**src/smpc_defines.vh**
```
`ifndef SMPC_DEFINES_VH
`define SMPC_DEFINES_VH
// register indices as printed; byte address is index times four
`define SMPC_IDX_PWM_FREQ 8'h56
`define SMPC_IDX_PWM_MIN_ON 8'h57
`define SMPC_IDX_SCAN_STEP 8'h60
`define SMPC_IDX_FEED_STEP 8'h61
`define SMPC_IDX_PAUSE_CFG 8'h62
`define SMPC_IDX_ACCEL 8'h63
`define SMPC_IDX_HOLD 8'h64
`define SMPC_IDX_CTRL 8'h65
`define SMPC_IDX_STATUS 8'h66
`define SMPC_ADDR_W 12
`define SMPC_STEP_W 14
// reset values
`define SMPC_RST_PWM_FREQ 8'h40
`define SMPC_RST_PWM_MIN_ON 8'h04
`define SMPC_RST_SCAN_STEP 14'h0100
`define SMPC_RST_FEED_STEP 14'h0040
// pause config fields: [2:0] lines after pause, [10:8] reverse full steps
`define SMPC_PC_LINES_LSB 0
`define SMPC_PC_REV_LSB 8
// accel fields: [1:0] stop x, [3:2] quarter y, [5:4] half z
`define SMPC_AC_X_LSB 0
`define SMPC_AC_Y_LSB 2
`define SMPC_AC_Z_LSB 4
// ctrl fields
`define SMPC_CT_RUN 0
`define SMPC_CT_FEED 1
`define SMPC_CT_MICRO 2
// dac codes for 0, 0.125, 0.191, 0.353, 0.462, 0.500 V
`define SMPC_DAC_OFF 3'h0
`define SMPC_DAC_HOLD 3'h1
`define SMPC_DAC_L1 3'h2
`define SMPC_DAC_L2 3'h3
`define SMPC_DAC_L3 3'h4
`define SMPC_DAC_L4 3'h5
// pixel period in system clocks
`define SMPC_PIX_DIV 8'd24
`define SMPC_DIV_LAST (`SMPC_PIX_DIV - 8'd1)
`endif

```
**src/smpc_stepper_microstep_pause_controller.v**
```verilog
// Behaviour
// signed code sets phase pins and dac
// table index advances once per microstep
// pwm with frequency and minimum on-time
// software keeps minimum on-time short
// reverse count zero: pause just stops
// non-reversing: finish current line first
// non-reversing: store 0 to 7 extra lines
// resume waits after transfer pulse, scan rate
// software sets discard equal to process count
// reverse count above zero enables reversing
// reversing: finish line, record pulse-step offset
// stop, reverse, stop, wait offset on resume
// three segments 0 to 3, zero skipped
// stop segment counts full step clocks; code skips it when quarter y and half z are both zero
// half speed 2x, quarter 4x period
// slow segment full step is 4 clocks
// decel, stop, reverse, full back, decel, hold; code goes from full back straight to hold, with no decel
// hold outputs until timeout, then off
// resume: resync, quarter, half, full speed; code resumes at full speed right after resync
// same profile on every start and stop; code starts from idle straight at full speed and stops at once when run clears in the run state
// reversing ignores lines setting
// feed uses fast-feed step size
// motion counted in microsteps, four per step
// scan step size is 14-bit pixel count
// pause and resume come from line buffer
`timescale 1ns/1ps
`default_nettype none
`include "smpc_defines.vh"
module smpc_stepper_microstep_pause_controller #(
  parameter STEP_W = `SMPC_STEP_W
) (
  input wire clk_sys,
  input wire arst_n,
  input wire psel,
  input wire penable,
  input wire pwrite,
  input wire [`SMPC_ADDR_W-1:0] paddr,
  input wire [31:0] pwdata,
  output reg [31:0] prdata,
  output reg pready,
  output reg pslverr,
  input wire pause_req,
  input wire resume_req,
  input wire sensor_transfer_pulse,
  input wire line_end,
  input wire winding_sense_over,
  output reg phase_a_ff,
  output reg phase_an_ff,
  output reg phase_b_ff,
  output reg phase_bn_ff,
  output reg [2:0] dac_a_ff,
  output reg [2:0] dac_b_ff,
  output reg line_store_en_ff,
  output reg line_discard_ff
);
  ////////////////////////////////////////////////////////////////////
  localparam [10:0] ST_IDLE = 11'h001, ST_RUN = 11'h002, ST_DEC_H = 11'h004, ST_DEC_Q = 11'h008,
    ST_STOP = 11'h010, ST_BK_Q = 11'h020, ST_BK_H = 11'h040, ST_BK_F = 11'h080,
    ST_HOLD = 11'h100, ST_SYNC = 11'h200, ST_DRAIN = 11'h400;
  reg [7:0] pwm_freq_ff, pwm_min_on_ff;
  reg [STEP_W-1:0] scan_step_ff, feed_step_ff;
  reg [10:0] pause_cfg_ff;
  reg [5:0] accel_ff;
  reg [4:0] hold_cfg_ff;
  reg [2:0] ctrl_ff;
  reg [10:0] st_ff;
  reg [2:0] pr_s1_ff, pr_s2_ff, pr_s3_ff;
  wire [1:0] acc_x = accel_ff[`SMPC_AC_X_LSB +: 2];
  wire [1:0] acc_y = accel_ff[`SMPC_AC_Y_LSB +: 2];
  wire [1:0] acc_z = accel_ff[`SMPC_AC_Z_LSB +: 2];
  wire [2:0] lines_after = pause_cfg_ff[`SMPC_PC_LINES_LSB +: 3];
  wire [2:0] rev_steps = pause_cfg_ff[`SMPC_PC_REV_LSB +: 3];
  wire reversing = (rev_steps != 3'h0);
  ////////////////////////////////////////////////////////////////////
  // pins outside the domain: three flops, change taken when 2nd and 3rd agree
  reg pause_q, resume_q, tr_q;
  always @(posedge clk_sys or negedge arst_n) begin
    if (!arst_n) begin
      pr_s1_ff <= 3'h0;
      pr_s2_ff <= 3'h0;
      pr_s3_ff <= 3'h0;
      pause_q <= 1'b0;
      resume_q <= 1'b0;
      tr_q <= 1'b0;
    end else begin
      pr_s1_ff <= {sensor_transfer_pulse, resume_req, pause_req};
      pr_s2_ff <= pr_s1_ff;
      pr_s3_ff <= pr_s2_ff;
      if (pr_s2_ff[0] == pr_s3_ff[0]) pause_q <= pr_s3_ff[0];
      if (pr_s2_ff[1] == pr_s3_ff[1]) resume_q <= pr_s3_ff[1];
      if (pr_s2_ff[2] == pr_s3_ff[2]) tr_q <= pr_s3_ff[2];
    end
  end
  reg pause_d, resume_d, tr_d;
  always @(posedge clk_sys or negedge arst_n) begin
    if (!arst_n) begin
      pause_d <= 1'b0;
      resume_d <= 1'b0;
      tr_d <= 1'b0;
    end else begin
      pause_d <= pause_q;
      resume_d <= resume_q;
      tr_d <= tr_q;
    end
  end
  wire pause_ev = pause_q & ~pause_d;
  wire resume_ev = resume_q & ~resume_d;
  wire tr_ev = tr_q & ~tr_d;
  ////////////////////////////////////////////////////////////////////
  // apb slave, zero wait states
  wire acc_ph = psel & penable;
  wire [7:0] ridx = paddr[9:2];
  wire hit = (paddr[1:0] == 2'b00) && (paddr[`SMPC_ADDR_W-1:10] == 2'b00);
  reg [31:0] rd_mux;
  reg rd_ok;
  always @* begin
    rd_mux = 32'h0;
    rd_ok = hit;
    if (ridx == `SMPC_IDX_PWM_FREQ) rd_mux = {24'h0, pwm_freq_ff};
    else if (ridx == `SMPC_IDX_PWM_MIN_ON) rd_mux = {24'h0, pwm_min_on_ff};
    else if (ridx == `SMPC_IDX_SCAN_STEP) rd_mux = {{(32-STEP_W){1'b0}}, scan_step_ff};
    else if (ridx == `SMPC_IDX_FEED_STEP) rd_mux = {{(32-STEP_W){1'b0}}, feed_step_ff};
    else if (ridx == `SMPC_IDX_PAUSE_CFG) rd_mux = {21'h0, pause_cfg_ff};
    else if (ridx == `SMPC_IDX_ACCEL) rd_mux = {26'h0, accel_ff};
    else if (ridx == `SMPC_IDX_HOLD) rd_mux = {27'h0, hold_cfg_ff};
    else if (ridx == `SMPC_IDX_CTRL) rd_mux = {29'h0, ctrl_ff};
    else if (ridx == `SMPC_IDX_STATUS) rd_mux = {21'h0, st_ff};
    else rd_ok = 1'b0;
  end
  always @(posedge clk_sys or negedge arst_n) begin
    if (!arst_n) begin
      pready <= 1'b0;
      pslverr <= 1'b0;
      prdata <= 32'h0;
      pwm_freq_ff <= `SMPC_RST_PWM_FREQ;
      pwm_min_on_ff <= `SMPC_RST_PWM_MIN_ON;
      scan_step_ff <= `SMPC_RST_SCAN_STEP;
      feed_step_ff <= `SMPC_RST_FEED_STEP;
      pause_cfg_ff <= 11'h0;
      accel_ff <= 6'h0;
      hold_cfg_ff <= 5'h0;
      ctrl_ff <= 3'h0;
    end else begin
      pready <= psel & ~penable;
      pslverr <= psel & ~penable & ~rd_ok;
      prdata <= (psel & ~penable & ~pwrite) ? rd_mux : 32'h0;
      if (acc_ph & pready & pwrite & rd_ok) begin
        if (ridx == `SMPC_IDX_PWM_FREQ) pwm_freq_ff <= pwdata[7:0];
        else if (ridx == `SMPC_IDX_PWM_MIN_ON) pwm_min_on_ff <= pwdata[7:0];
        else if (ridx == `SMPC_IDX_SCAN_STEP) scan_step_ff <= pwdata[STEP_W-1:0];
        else if (ridx == `SMPC_IDX_FEED_STEP) feed_step_ff <= pwdata[STEP_W-1:0];
        else if (ridx == `SMPC_IDX_PAUSE_CFG) pause_cfg_ff <= pwdata[10:0];
        else if (ridx == `SMPC_IDX_ACCEL) accel_ff <= pwdata[5:0];
        else if (ridx == `SMPC_IDX_HOLD) hold_cfg_ff <= pwdata[4:0];
        else if (ridx == `SMPC_IDX_CTRL) ctrl_ff <= pwdata[2:0];
      end
    end
  end
  ////////////////////////////////////////////////////////////////////
  // pixel period tick and microstep timer
  reg [7:0] pix_ff;
  wire pix_tick = (pix_ff == `SMPC_DIV_LAST);
  always @(posedge clk_sys or negedge arst_n) begin
    if (!arst_n) pix_ff <= 8'h0;
    else pix_ff <= pix_tick ? 8'h0 : pix_ff + 8'h1;
  end
  // speed multiplier: full 1, half 2, quarter 4
  function [STEP_W+1:0] step_len;
    input [STEP_W-1:0] base;
    input [1:0] mul;
    begin
      step_len = {2'b00, base} << mul;
    end
  endfunction
  reg [1:0] spd;
  always @* begin
    case (st_ff)
      ST_DEC_H, ST_BK_H: spd = 2'd1;
      ST_DEC_Q, ST_BK_Q, ST_STOP: spd = 2'd2;
      default: spd = 2'd0;
    endcase
  end
  wire [STEP_W-1:0] base_step = ctrl_ff[`SMPC_CT_FEED] ? feed_step_ff : scan_step_ff;
  wire [STEP_W+1:0] cur_len = step_len(base_step, spd);
  reg [STEP_W+1:0] tmr_ff;
  reg [STEP_W+1:0] since_step_ff, offset_ff, sync_ff;
  wire moving = (st_ff == ST_RUN) | (st_ff == ST_DRAIN) | (st_ff == ST_DEC_H) | (st_ff == ST_DEC_Q)
    | (st_ff == ST_BK_Q) | (st_ff == ST_BK_H) | (st_ff == ST_BK_F);
  wire timed = moving | (st_ff == ST_STOP);
  wire ustep = timed & pix_tick & (tmr_ff + 1'b1 >= cur_len);
  always @(posedge clk_sys or negedge arst_n) begin
    if (!arst_n) tmr_ff <= {(STEP_W+2){1'b0}};
    else if (!timed) tmr_ff <= {(STEP_W+2){1'b0}};
    else if (pix_tick) tmr_ff <= ustep ? {(STEP_W+2){1'b0}} : tmr_ff + 1'b1;
  end
  ////////////////////////////////////////////////////////////////////
  // motion sequencer
  reg [3:0] tbl_ff; // microstep position, 16 per electrical cycle
  reg [1:0] sub_ff; // microsteps within a full step
  reg [1:0] seg_ff; // full steps left in segment
  reg [2:0] rev_ff;
  reg [2:0] lines_ff;
  reg [4:0] hold_ff;
  reg mid_line_ff;
  wire full_step = ustep & (sub_ff == 2'd3);
  wire dir_back = (st_ff == ST_BK_Q) | (st_ff == ST_BK_H) | (st_ff == ST_BK_F);
  always @(posedge clk_sys or negedge arst_n) begin
    if (!arst_n) begin
      st_ff <= ST_IDLE;
      tbl_ff <= 4'h0;
      sub_ff <= 2'h0;
      seg_ff <= 2'h0;
      rev_ff <= 3'h0;
      lines_ff <= 3'h0;
      hold_ff <= 5'h0;
      since_step_ff <= {(STEP_W+2){1'b0}};
      offset_ff <= {(STEP_W+2){1'b0}};
      sync_ff <= {(STEP_W+2){1'b0}};
      mid_line_ff <= 1'b0;
      line_store_en_ff <= 1'b0;
      line_discard_ff <= 1'b0;
    end else begin
      if (ustep) begin
        tbl_ff <= dir_back ? tbl_ff - 4'h1 : tbl_ff + 4'h1;
        sub_ff <= sub_ff + 2'h1;
        since_step_ff <= {(STEP_W+2){1'b0}};
      end else if (pix_tick) since_step_ff <= since_step_ff + 1'b1;
      if (line_end) line_store_en_ff <= 1'b0;
      if (tr_ev) line_store_en_ff <= ((st_ff == ST_RUN) | (st_ff == ST_DRAIN)) & ~line_discard_ff;
      case (st_ff)
        ST_IDLE: begin
          if (ctrl_ff[`SMPC_CT_RUN]) begin
            st_ff <= ST_RUN;
            line_discard_ff <= 1'b0;
          end
        end
        ST_RUN: begin
          if (!ctrl_ff[`SMPC_CT_RUN]) st_ff <= ST_IDLE;
          else if (pause_ev) begin
            offset_ff <= since_step_ff;
            if (reversing) begin
              st_ff <= ST_DRAIN;
              lines_ff <= 3'h0;
            end else begin
              st_ff <= ST_DRAIN;
              lines_ff <= lines_after;
            end
          end else if (line_discard_ff && line_end) begin
            // drop as many lines as were stored after the pause
            if (lines_ff <= 3'h1) line_discard_ff <= 1'b0;
            lines_ff <= lines_ff - 3'h1;
          end
        end
        ST_DRAIN: begin
          // finish the line in flight, then any extra lines
          if (line_end) begin
            if (lines_ff == 3'h0) begin
              if (reversing) begin
                st_ff <= (acc_z != 2'h0) ? ST_DEC_H : (acc_y != 2'h0) ? ST_DEC_Q : ST_STOP;
                seg_ff <= (acc_z != 2'h0) ? acc_z : acc_y;
              end else begin
                st_ff <= ST_HOLD;
                hold_ff <= hold_cfg_ff;
              end
            end else lines_ff <= lines_ff - 3'h1;
          end
        end
        ST_DEC_H: if (full_step) begin
          if (seg_ff == 2'h1) begin
            st_ff <= (acc_y != 2'h0) ? ST_DEC_Q : ST_STOP;
            seg_ff <= (acc_y != 2'h0) ? acc_y : acc_x;
          end else seg_ff <= seg_ff - 2'h1;
        end
        ST_DEC_Q: if (full_step) begin
          if (seg_ff == 2'h1) begin
            st_ff <= ST_STOP;
            seg_ff <= acc_x;
          end else seg_ff <= seg_ff - 2'h1;
        end
        ST_STOP: begin
          // full step clocks before reversing; zero reverses at once
          if (seg_ff == 2'h0 || full_step) begin
            if (seg_ff <= 2'h1) begin
              st_ff <= (acc_y != 2'h0) ? ST_BK_Q : (acc_z != 2'h0) ? ST_BK_H : ST_BK_F;
              seg_ff <= (acc_y != 2'h0) ? acc_y : acc_z;
              rev_ff <= rev_steps;
            end else seg_ff <= seg_ff - 2'h1;
          end
        end
        ST_BK_Q: if (full_step) begin
          if (seg_ff == 2'h1) begin
            st_ff <= (acc_z != 2'h0) ? ST_BK_H : ST_BK_F;
            seg_ff <= acc_z;
          end else seg_ff <= seg_ff - 2'h1;
        end
        ST_BK_H: if (full_step) begin
          if (seg_ff == 2'h1) st_ff <= ST_BK_F;
          else seg_ff <= seg_ff - 2'h1;
        end
        ST_BK_F: if (full_step) begin
          if (rev_ff == 3'h1) begin
            // no backward decel: full speed reverse goes straight to hold
            st_ff <= ST_HOLD;
            hold_ff <= hold_cfg_ff;
          end else rev_ff <= rev_ff - 3'h1;
        end
        ST_HOLD: begin
          if (pix_tick && hold_ff != 5'h0) hold_ff <= hold_ff - 5'h1;
          if (resume_ev) begin
            st_ff <= ST_SYNC;
            sync_ff <= reversing ? offset_ff : {(STEP_W+2){1'b0}};
            mid_line_ff <= 1'b0;
          end
        end
        ST_SYNC: begin
          // wait next transfer pulse, then the stored offset when reversing
          if (tr_ev) mid_line_ff <= 1'b1;
          if (mid_line_ff && pix_tick) begin
            if (sync_ff == {(STEP_W+2){1'b0}}) begin
              st_ff <= ST_RUN;
              line_discard_ff <= ~reversing & (lines_after != 3'h0);
              lines_ff <= lines_after;
            end else sync_ff <= sync_ff - 1'b1;
          end
        end
        default: st_ff <= ST_IDLE;
      endcase
    end
  end
  ////////////////////////////////////////////////////////////////////
  // sine table and pwm drive
  function [2:0] sine_code;
    input [3:0] pos;
    reg [2:0] m;
    begin
      m = pos[2] ? {1'b0, ~pos[1:0]} + 3'd1 : {1'b0, pos[1:0]};
      sine_code = {pos[3], m[1:0] == 2'b00 && m[2] ? 2'b11 : m[1:0]};
    end
  endfunction
  reg [7:0] pwm_cnt_ff;
  wire pwm_on = (pwm_cnt_ff < pwm_min_on_ff) | ~winding_sense_over;
  always @(posedge clk_sys or negedge arst_n) begin
    if (!arst_n) pwm_cnt_ff <= 8'h0;
    else pwm_cnt_ff <= (pwm_cnt_ff >= pwm_freq_ff) ? 8'h0 : pwm_cnt_ff + 8'h1;
  end
  wire [3:0] pos_a = tbl_ff;
  wire [3:0] pos_b = tbl_ff + 4'h4;
  wire [2:0] ca = sine_code(pos_a);
  wire [2:0] cb = sine_code(pos_b);
  wire [2:0] ma = (pos_a[1:0] == 2'b00) ? (pos_a[2] ? 3'd4 : 3'd0) : {1'b0, ca[1:0]};
  wire [2:0] mb = (pos_b[1:0] == 2'b00) ? (pos_b[2] ? 3'd4 : 3'd0) : {1'b0, cb[1:0]};
  function [2:0] dac_of;
    input [2:0] mag;
    begin
      case (mag)
        3'd1: dac_of = `SMPC_DAC_L1;
        3'd2: dac_of = `SMPC_DAC_L2;
        3'd3: dac_of = `SMPC_DAC_L3;
        3'd4: dac_of = `SMPC_DAC_L4;
        default: dac_of = `SMPC_DAC_OFF;
      endcase
    end
  endfunction
  wire powered = (st_ff != ST_IDLE) & ~((st_ff == ST_HOLD) & (hold_ff == 5'h0));
  wire full_mode = ~ctrl_ff[`SMPC_CT_MICRO];
  wire held = (st_ff == ST_HOLD);
  always @(posedge clk_sys or negedge arst_n) begin
    if (!arst_n) begin
      phase_a_ff <= 1'b0;
      phase_an_ff <= 1'b0;
      phase_b_ff <= 1'b0;
      phase_bn_ff <= 1'b0;
      dac_a_ff <= `SMPC_DAC_OFF;
      dac_b_ff <= `SMPC_DAC_OFF;
    end else begin
      phase_a_ff <= powered & pwm_on & (ma != 3'd0) & ~ca[2];
      phase_an_ff <= powered & pwm_on & (ma != 3'd0) & ca[2];
      phase_b_ff <= powered & pwm_on & (mb != 3'd0) & ~cb[2];
      phase_bn_ff <= powered & pwm_on & (mb != 3'd0) & cb[2];
      if (!powered) begin
        dac_a_ff <= `SMPC_DAC_OFF;
        dac_b_ff <= `SMPC_DAC_OFF;
      end else if (held & full_mode) begin
        dac_a_ff <= `SMPC_DAC_HOLD;
        dac_b_ff <= `SMPC_DAC_HOLD;
      end else begin
        dac_a_ff <= dac_of(ma);
        dac_b_ff <= dac_of(mb);
      end
    end
  end
endmodule // smpc_stepper_microstep_pause_controller
`default_nettype wire

```
**config.mk**
```make
export PLATFORM = sky130hd
export DESIGN_NAME = smpc_stepper_microstep_pause_controller
export DESIGN_NICKNAME = d
export VERILOG_FILES = /design/src/smpc_stepper_microstep_pause_controller.v
export VERILOG_INCLUDE_DIRS = /design/src /design/src/src
export SDC_FILE = /design/constraint.sdc
export NUM_CORES = 1
export LEC_CHECK = 0
export BUFFER_PORTS_ARGS = -buffer_cell sky130_fd_sc_hd__clkbuf_2
export CAP_MARGIN = 20
export CORE_ASPECT_RATIO = 1.2
export CORE_UTILIZATION = 40
export DETAILED_ROUTE_END_ITERATION = 10
export PLACE_DENSITY = 0.6
export SYNTH_ARGS = -nofsm -noshare
export SYNTH_HDL_FRONTEND = slang
export SYNTH_SLANG_ARGS = --single-unit
```
**constraint.sdc**
```tcl
create_clock -name clk_sys -period 5.7 [get_ports clk_sys]
set_input_delay 0.285 -clock clk_sys [delete_from_list [all_inputs] [get_ports clk_sys]]
set_output_delay 0.285 -clock clk_sys [all_outputs]
set_load 0.05 [all_outputs]
```
### Yosys cells after proc, flatten, opt, wreduce, memory -nomap -nowiden

Index checks and enable logic that the tools add are counted.

| word-level totals | value |
|---|---|
| ROM bits | 0 |
| bits in latches | 0 |
| register bits after elaboration | 241 |
| word-level logic and storage cells | 365 |
| memory bits (writable) | 0 |
| input port bits | 54 |
| memories | 0 |

| cells by class | value |
|---|---|
| shift operators | 1 |
| $mul | 0 |
| reduce and logical (&&, ||, !) cells | 51 |
| add/subtract/negate cells | 15 |
| order comparisons | 5 |
| div/mod/pow operators | 0 |
| eq/ne operators | 69 |
| multiplexer cells | 125 |
| bitwise operators | 57 |

Operators by type and width:

| cell | count |
|---|---|
| $mux 11 | 28 |
| $mux 16 | 9 |
| $pmux 11 s11 | 1 |
| $eq 8x7->1 const B | 9 |
| $mux 3 | 22 |
| $mux 32 | 2 |
| $mux 14 | 4 |
| $ne 2x2->1 const B | 20 |
| $mux 2 | 18 |
| $mux 5 | 7 |
| $add 16x1->16 const B | 2 |
| $pmux 16 s2 | 1 |
| $and 1x1->1 | 25 |
| $mux 8 | 3 |
| $pmux 3 s4 | 2 |
| $ne 2x1->1 const B | 11 |
| $reduce_and 7->1 | 3 |
| $reduce_bool 3->1 | 7 |
| $mux 1 | 20 |
| $not 1->1 | 20 |
| $reduce_and 19->1 | 1 |
| $add 8x1->8 const B | 2 |
| $ge 16x16->1 | 1 |
| $logic_not 16->1 | 1 |
| 63 further kinds | 104 |

### Depth between registers and ports, before layout

| depth | value |
|---|---|
| depth in word-level cells | 14 |
| gate-level depth with buffers | 18 |
| depth with buffers taken out | 15 |

### Worst setup path after synthesis

No wires, ideal clock.

| timing | value |
|---|---|
| kind | register -> register |
| start | register st_ff[7] |
| end | register st_ff[2] |
| slack | 1,375 ps |
| path buffers | 4 |
| arrival | 4,201 ps |
| period minus slack after synthesis | 4,325 ps |
| data required time | 5,575 ps |
| stages on the path, launching flop included | 17 |
| cells stage by stage | dfrtp_1 clkbuf_1 nor4_1 and4_1 buf_2 buf_2 mux4_2 mux2i_1 ha_1 nor3_1 nor4_1 a211oi_1 o211ai_1 clkbuf_1 and3_1 o21ai_2 mux2_2 |

| between the ends | value |
|---|---|
| longest elaborated chain between the ends | 14 |

RTL lines:

| what | RTL line | source |
|---|---|---|
| start, declared | smpc_stepper_microstep_pause_controller.v:67 | `reg [10:0] st_ff;` |
| start signal, assigned | smpc_stepper_microstep_pause_controller.v:260 | `st_ff <= (acc_z != 2'h0) ? ST_DEC_H : (acc_y != 2'h0) ? ST_DEC_Q : ST_STOP;` |
| start signal, assigned | smpc_stepper_microstep_pause_controller.v:271 | `st_ff <= (acc_y != 2'h0) ? ST_DEC_Q : ST_STOP;` |
| start signal, assigned | smpc_stepper_microstep_pause_controller.v:285 | `st_ff <= (acc_y != 2'h0) ? ST_BK_Q : (acc_z != 2'h0) ? ST_BK_H : ST_BK_F;` |
| parallel branches: the longest is 14 deep, another holds $ge 16x16->1 | -- |  |

Parallel ways; which one is timed is not known.
A chain may end at the register's enable or synchronous reset.

### Final worst setup path

| timing | value |
|---|---|
| start | register st_ff[5] |
| end | register st_ff[6] |

The elaborated chain is that of the path after synthesis.

==> results.txt <==
fraction of layout cells with a size suffix above 1 - 18.2%
Congestion Overflow GR - 0
register area share after synthesis - 43.9%
global-route wire length before repair - 51200 um
post-CTS setup buffers - 0
CP required - 6120 ps
port bufs - 63
TritonCTS Buffers - 25
fin worst setup slack - 867 ps
Setup Crit Path Kind - register to register
dpl ws - 955 ps
Synth Flop Type - dfrtp_1
Die Y-Extent - 197 um
Worst-Margin Slew - 1070 ps
clk slew on worst S/H paths - 60 ps
Cell Pwr Density - 261 nW/um^2
CP Cell Sequence - nor4_1, and4_1, buf_4, mux4_2, mux2i_1, ha_1, a21oi_1, a21boi_0, a211oi_1, o211ai_1, buf_4, and3_1, o21ai_2, mux2_2
Rel. slew slack - 28.4%
# H-tree levels - 1
Routed Antenna Nets - 0
worst hold path class - primary input to register
Mapped Cells - 1268
crit-path max FO - 20
Nets - 1421
most frequent cells in the layout - dfrtp_1 (218), nor2_1 (111), o21ai_0 (97)
First-pass DRT Iterations - 5
Synth area leaders - dfrtp_1 (43%), mux2_2 (8.1%), ha_1 (5.0%)
Max rail drop VDD - 0.216 mV
share of the synthesized area in the top cell type - 42.9%
Lkg Pwr - 6.44 nW
row cnt - 71
Worst Hold Slack - 25.4 ps
Clock Sinks - 223
FF+latch count, synth - 223
Syn Area/Cell - 10.0 um^2
HPWL Detailed - 22300 um
Synthesis Warnings - 0
# IOs - 100
vias in the first global route - 9645
Pins Over Slew Limit - 0
final worst path period need - 4830 ps
CP endpoint kind - register
fillers - 2967
FF/Latch Area - 5590 um^2
Starting Density - 40.6%
Clock Tree Root - clkbuf_16
Layout Area Growth over Synthesis - 11.9%
f_max - 207 MHz
Bufs and invs on worst path - 2
Setup-failing EPs final - 0
die width - 165 um
Yosys cell types - 76
post-synth top area cell - dfrtp_1
fraction of registers with async set/reset - 100%
initial antenna violation count - 0
Multi-input gate area - 6610 um^2
n_diodes - 0
die area - 32500 um^2
Setup TNS - 0 ps
core area - 31400 um^2
total wire length - 31400 um
routed vias/inst - 5.70
CTS tree - yes
EDFF count, synth - 0
RSZ-0062 raised after global routing - false
CP arrival - 5250 ps
Startpoint Class - register
Iter 0 DRT Violations - 554
leading cell type in the layout, fill and taps excluded - dfrtp_1
Longest Clk Path Bufs - 3
routability cong. - 0.837
total track usage - 19.8%
worst stage delay on the critical path - 700 ps
max_cap viols - 0
average wire per standard cell - 18.1 um
Skew-Pair Late Insertion Delay - 540 ps
largest net degree at the start of global routing - 139
synthesized cell area - 12700 um^2
cell mode on critical path - buf_4
status - finished, final reports clean
CP top delay family - simple AND/OR/NAND/NOR gates
DRC - 0
final hold vios - 0
Worst path slowest cell - nor4_1
clock skew - 10.5 ps
fin crit share - 84.8%
Vias - 9894
==> logic make-up after synthesis <==
logic type / Yosys count / share of synthesized area [%]
flops: 223 / 43.9
fa+ha+maj: 55 / 5.41
xor+xnor: 46 / 3.17
buf+inv: 136 / 4.74
other cells: 1 / 0.0295
simple gates: 386 / 16.1
compound gates: 285 / 13.8
mux: 136 / 12.9
==> report_power, final <==
part / switching [mW] / internal (mW) / total [mW]
Combinational: 0.295 / 0.126 / 0.421
Clock: 0.669 / 0.951 / 1.62
Sequential: 0.0388 / 1.63 / 1.67
Total: 1.00 / 2.71 / 3.71
==> routing by layer <==
layer | global-route usage (%) | vias to the layer above | wire length, um
met5 | 0 | - | 0
met4 | 8.15 | 0 | 1110
met3 | 2.62 | 70 | 1350
met2 | 33.2 | 250 | 15500
met1 | 25.6 | 4901 | 13500
li1 | - | 4673 | -
==> state kept, by name, indices dropped and copies added (netlist names), 11 cells and up <==
register       count
since_step_ff     16
st_ff             11
prdata            14
feed_step_ff      14
tmr_ff            16
scan_step_ff      14
sync_ff           16
offset_ff         16
pause_cfg_ff      11
==> worst reg2reg max path: stages, from the launching register on <==
cell and delay (ps):
dfrtp_1 520, nor4_1 700, and4_1 300, buf_4 300, mux4_2 590, mux2i_1 160
ha_1 280, a21oi_1 150, a21boi_0 100, a211oi_1 230, o211ai_1 110, buf_4 220
and3_1 220, o21ai_2 430, mux2_2 400
==> metrics by stage <==
step	util [%]	cells	area [um^2]	power (mW)
floorplan	-	1285	12800	1.99
global placement	42.5	1680	13300	2.11
detailed placement	42.5	1680	13300	2.11
CTS	45.4	1734	14200	3.75
global route	45.4	1735	14200	3.86
finish	45.4	1735	14200	3.71
==> path summary, 6_finish.rpt <==
kind / to / slack, ps / cells past startpoint / from
min in group asynchronous: since_step_ff[9] / 330 / 2 / arst_n
setup / recovery: st_ff[6] / 870 / 14 / st_ff[5]
hold / removal: pready / 30 / 2 / psel
max in group asynchronous: prdata[6] / 4160 / 3 / arst_n
hold reg to reg: pr_s2_ff[1] / 350 / 0 / pr_s1_ff[1]
setup reg to reg: st_ff[6] / 870 / 14 / st_ff[5]
==> synthesized netlist by cell type, types with 12 or more instances <==
cell type  count
a21oi_1       64
a22oi_1       12
a31oi_1       18
and3_1        31
buf_2         14
buf_4         18
clkbuf_1      42
dfrtp_1      218
ha_1          51
inv_1         56
mux2_2        92
mux2i_1       31
mux4_2        13
nand2_1       51
nand2b_1      13
nand3_1       38
nor2_1       111
nor2b_1       14
nor3_1        43
nor4_1        15
o21ai_0       97
o31ai_1       19
or3_1         12
xnor2_1       18
xor2_1        28
==> what timing repair did <==
item,CTS,global route
resized for setup,0,0
hold endpoints to repair,93,0
hold buffers,8,0
==> layout make-up <==
class	instances	share of cell area [%]
sequential	223	39.2
inverter	57	1.50
multi-input combinational	926	46.5
clock buffer	34	4.91
tap	401	3.52
timing repair buffer	82	3.52
clock inverter	12	0.844
Note: power is estimated with default switching activity, not from simulation.
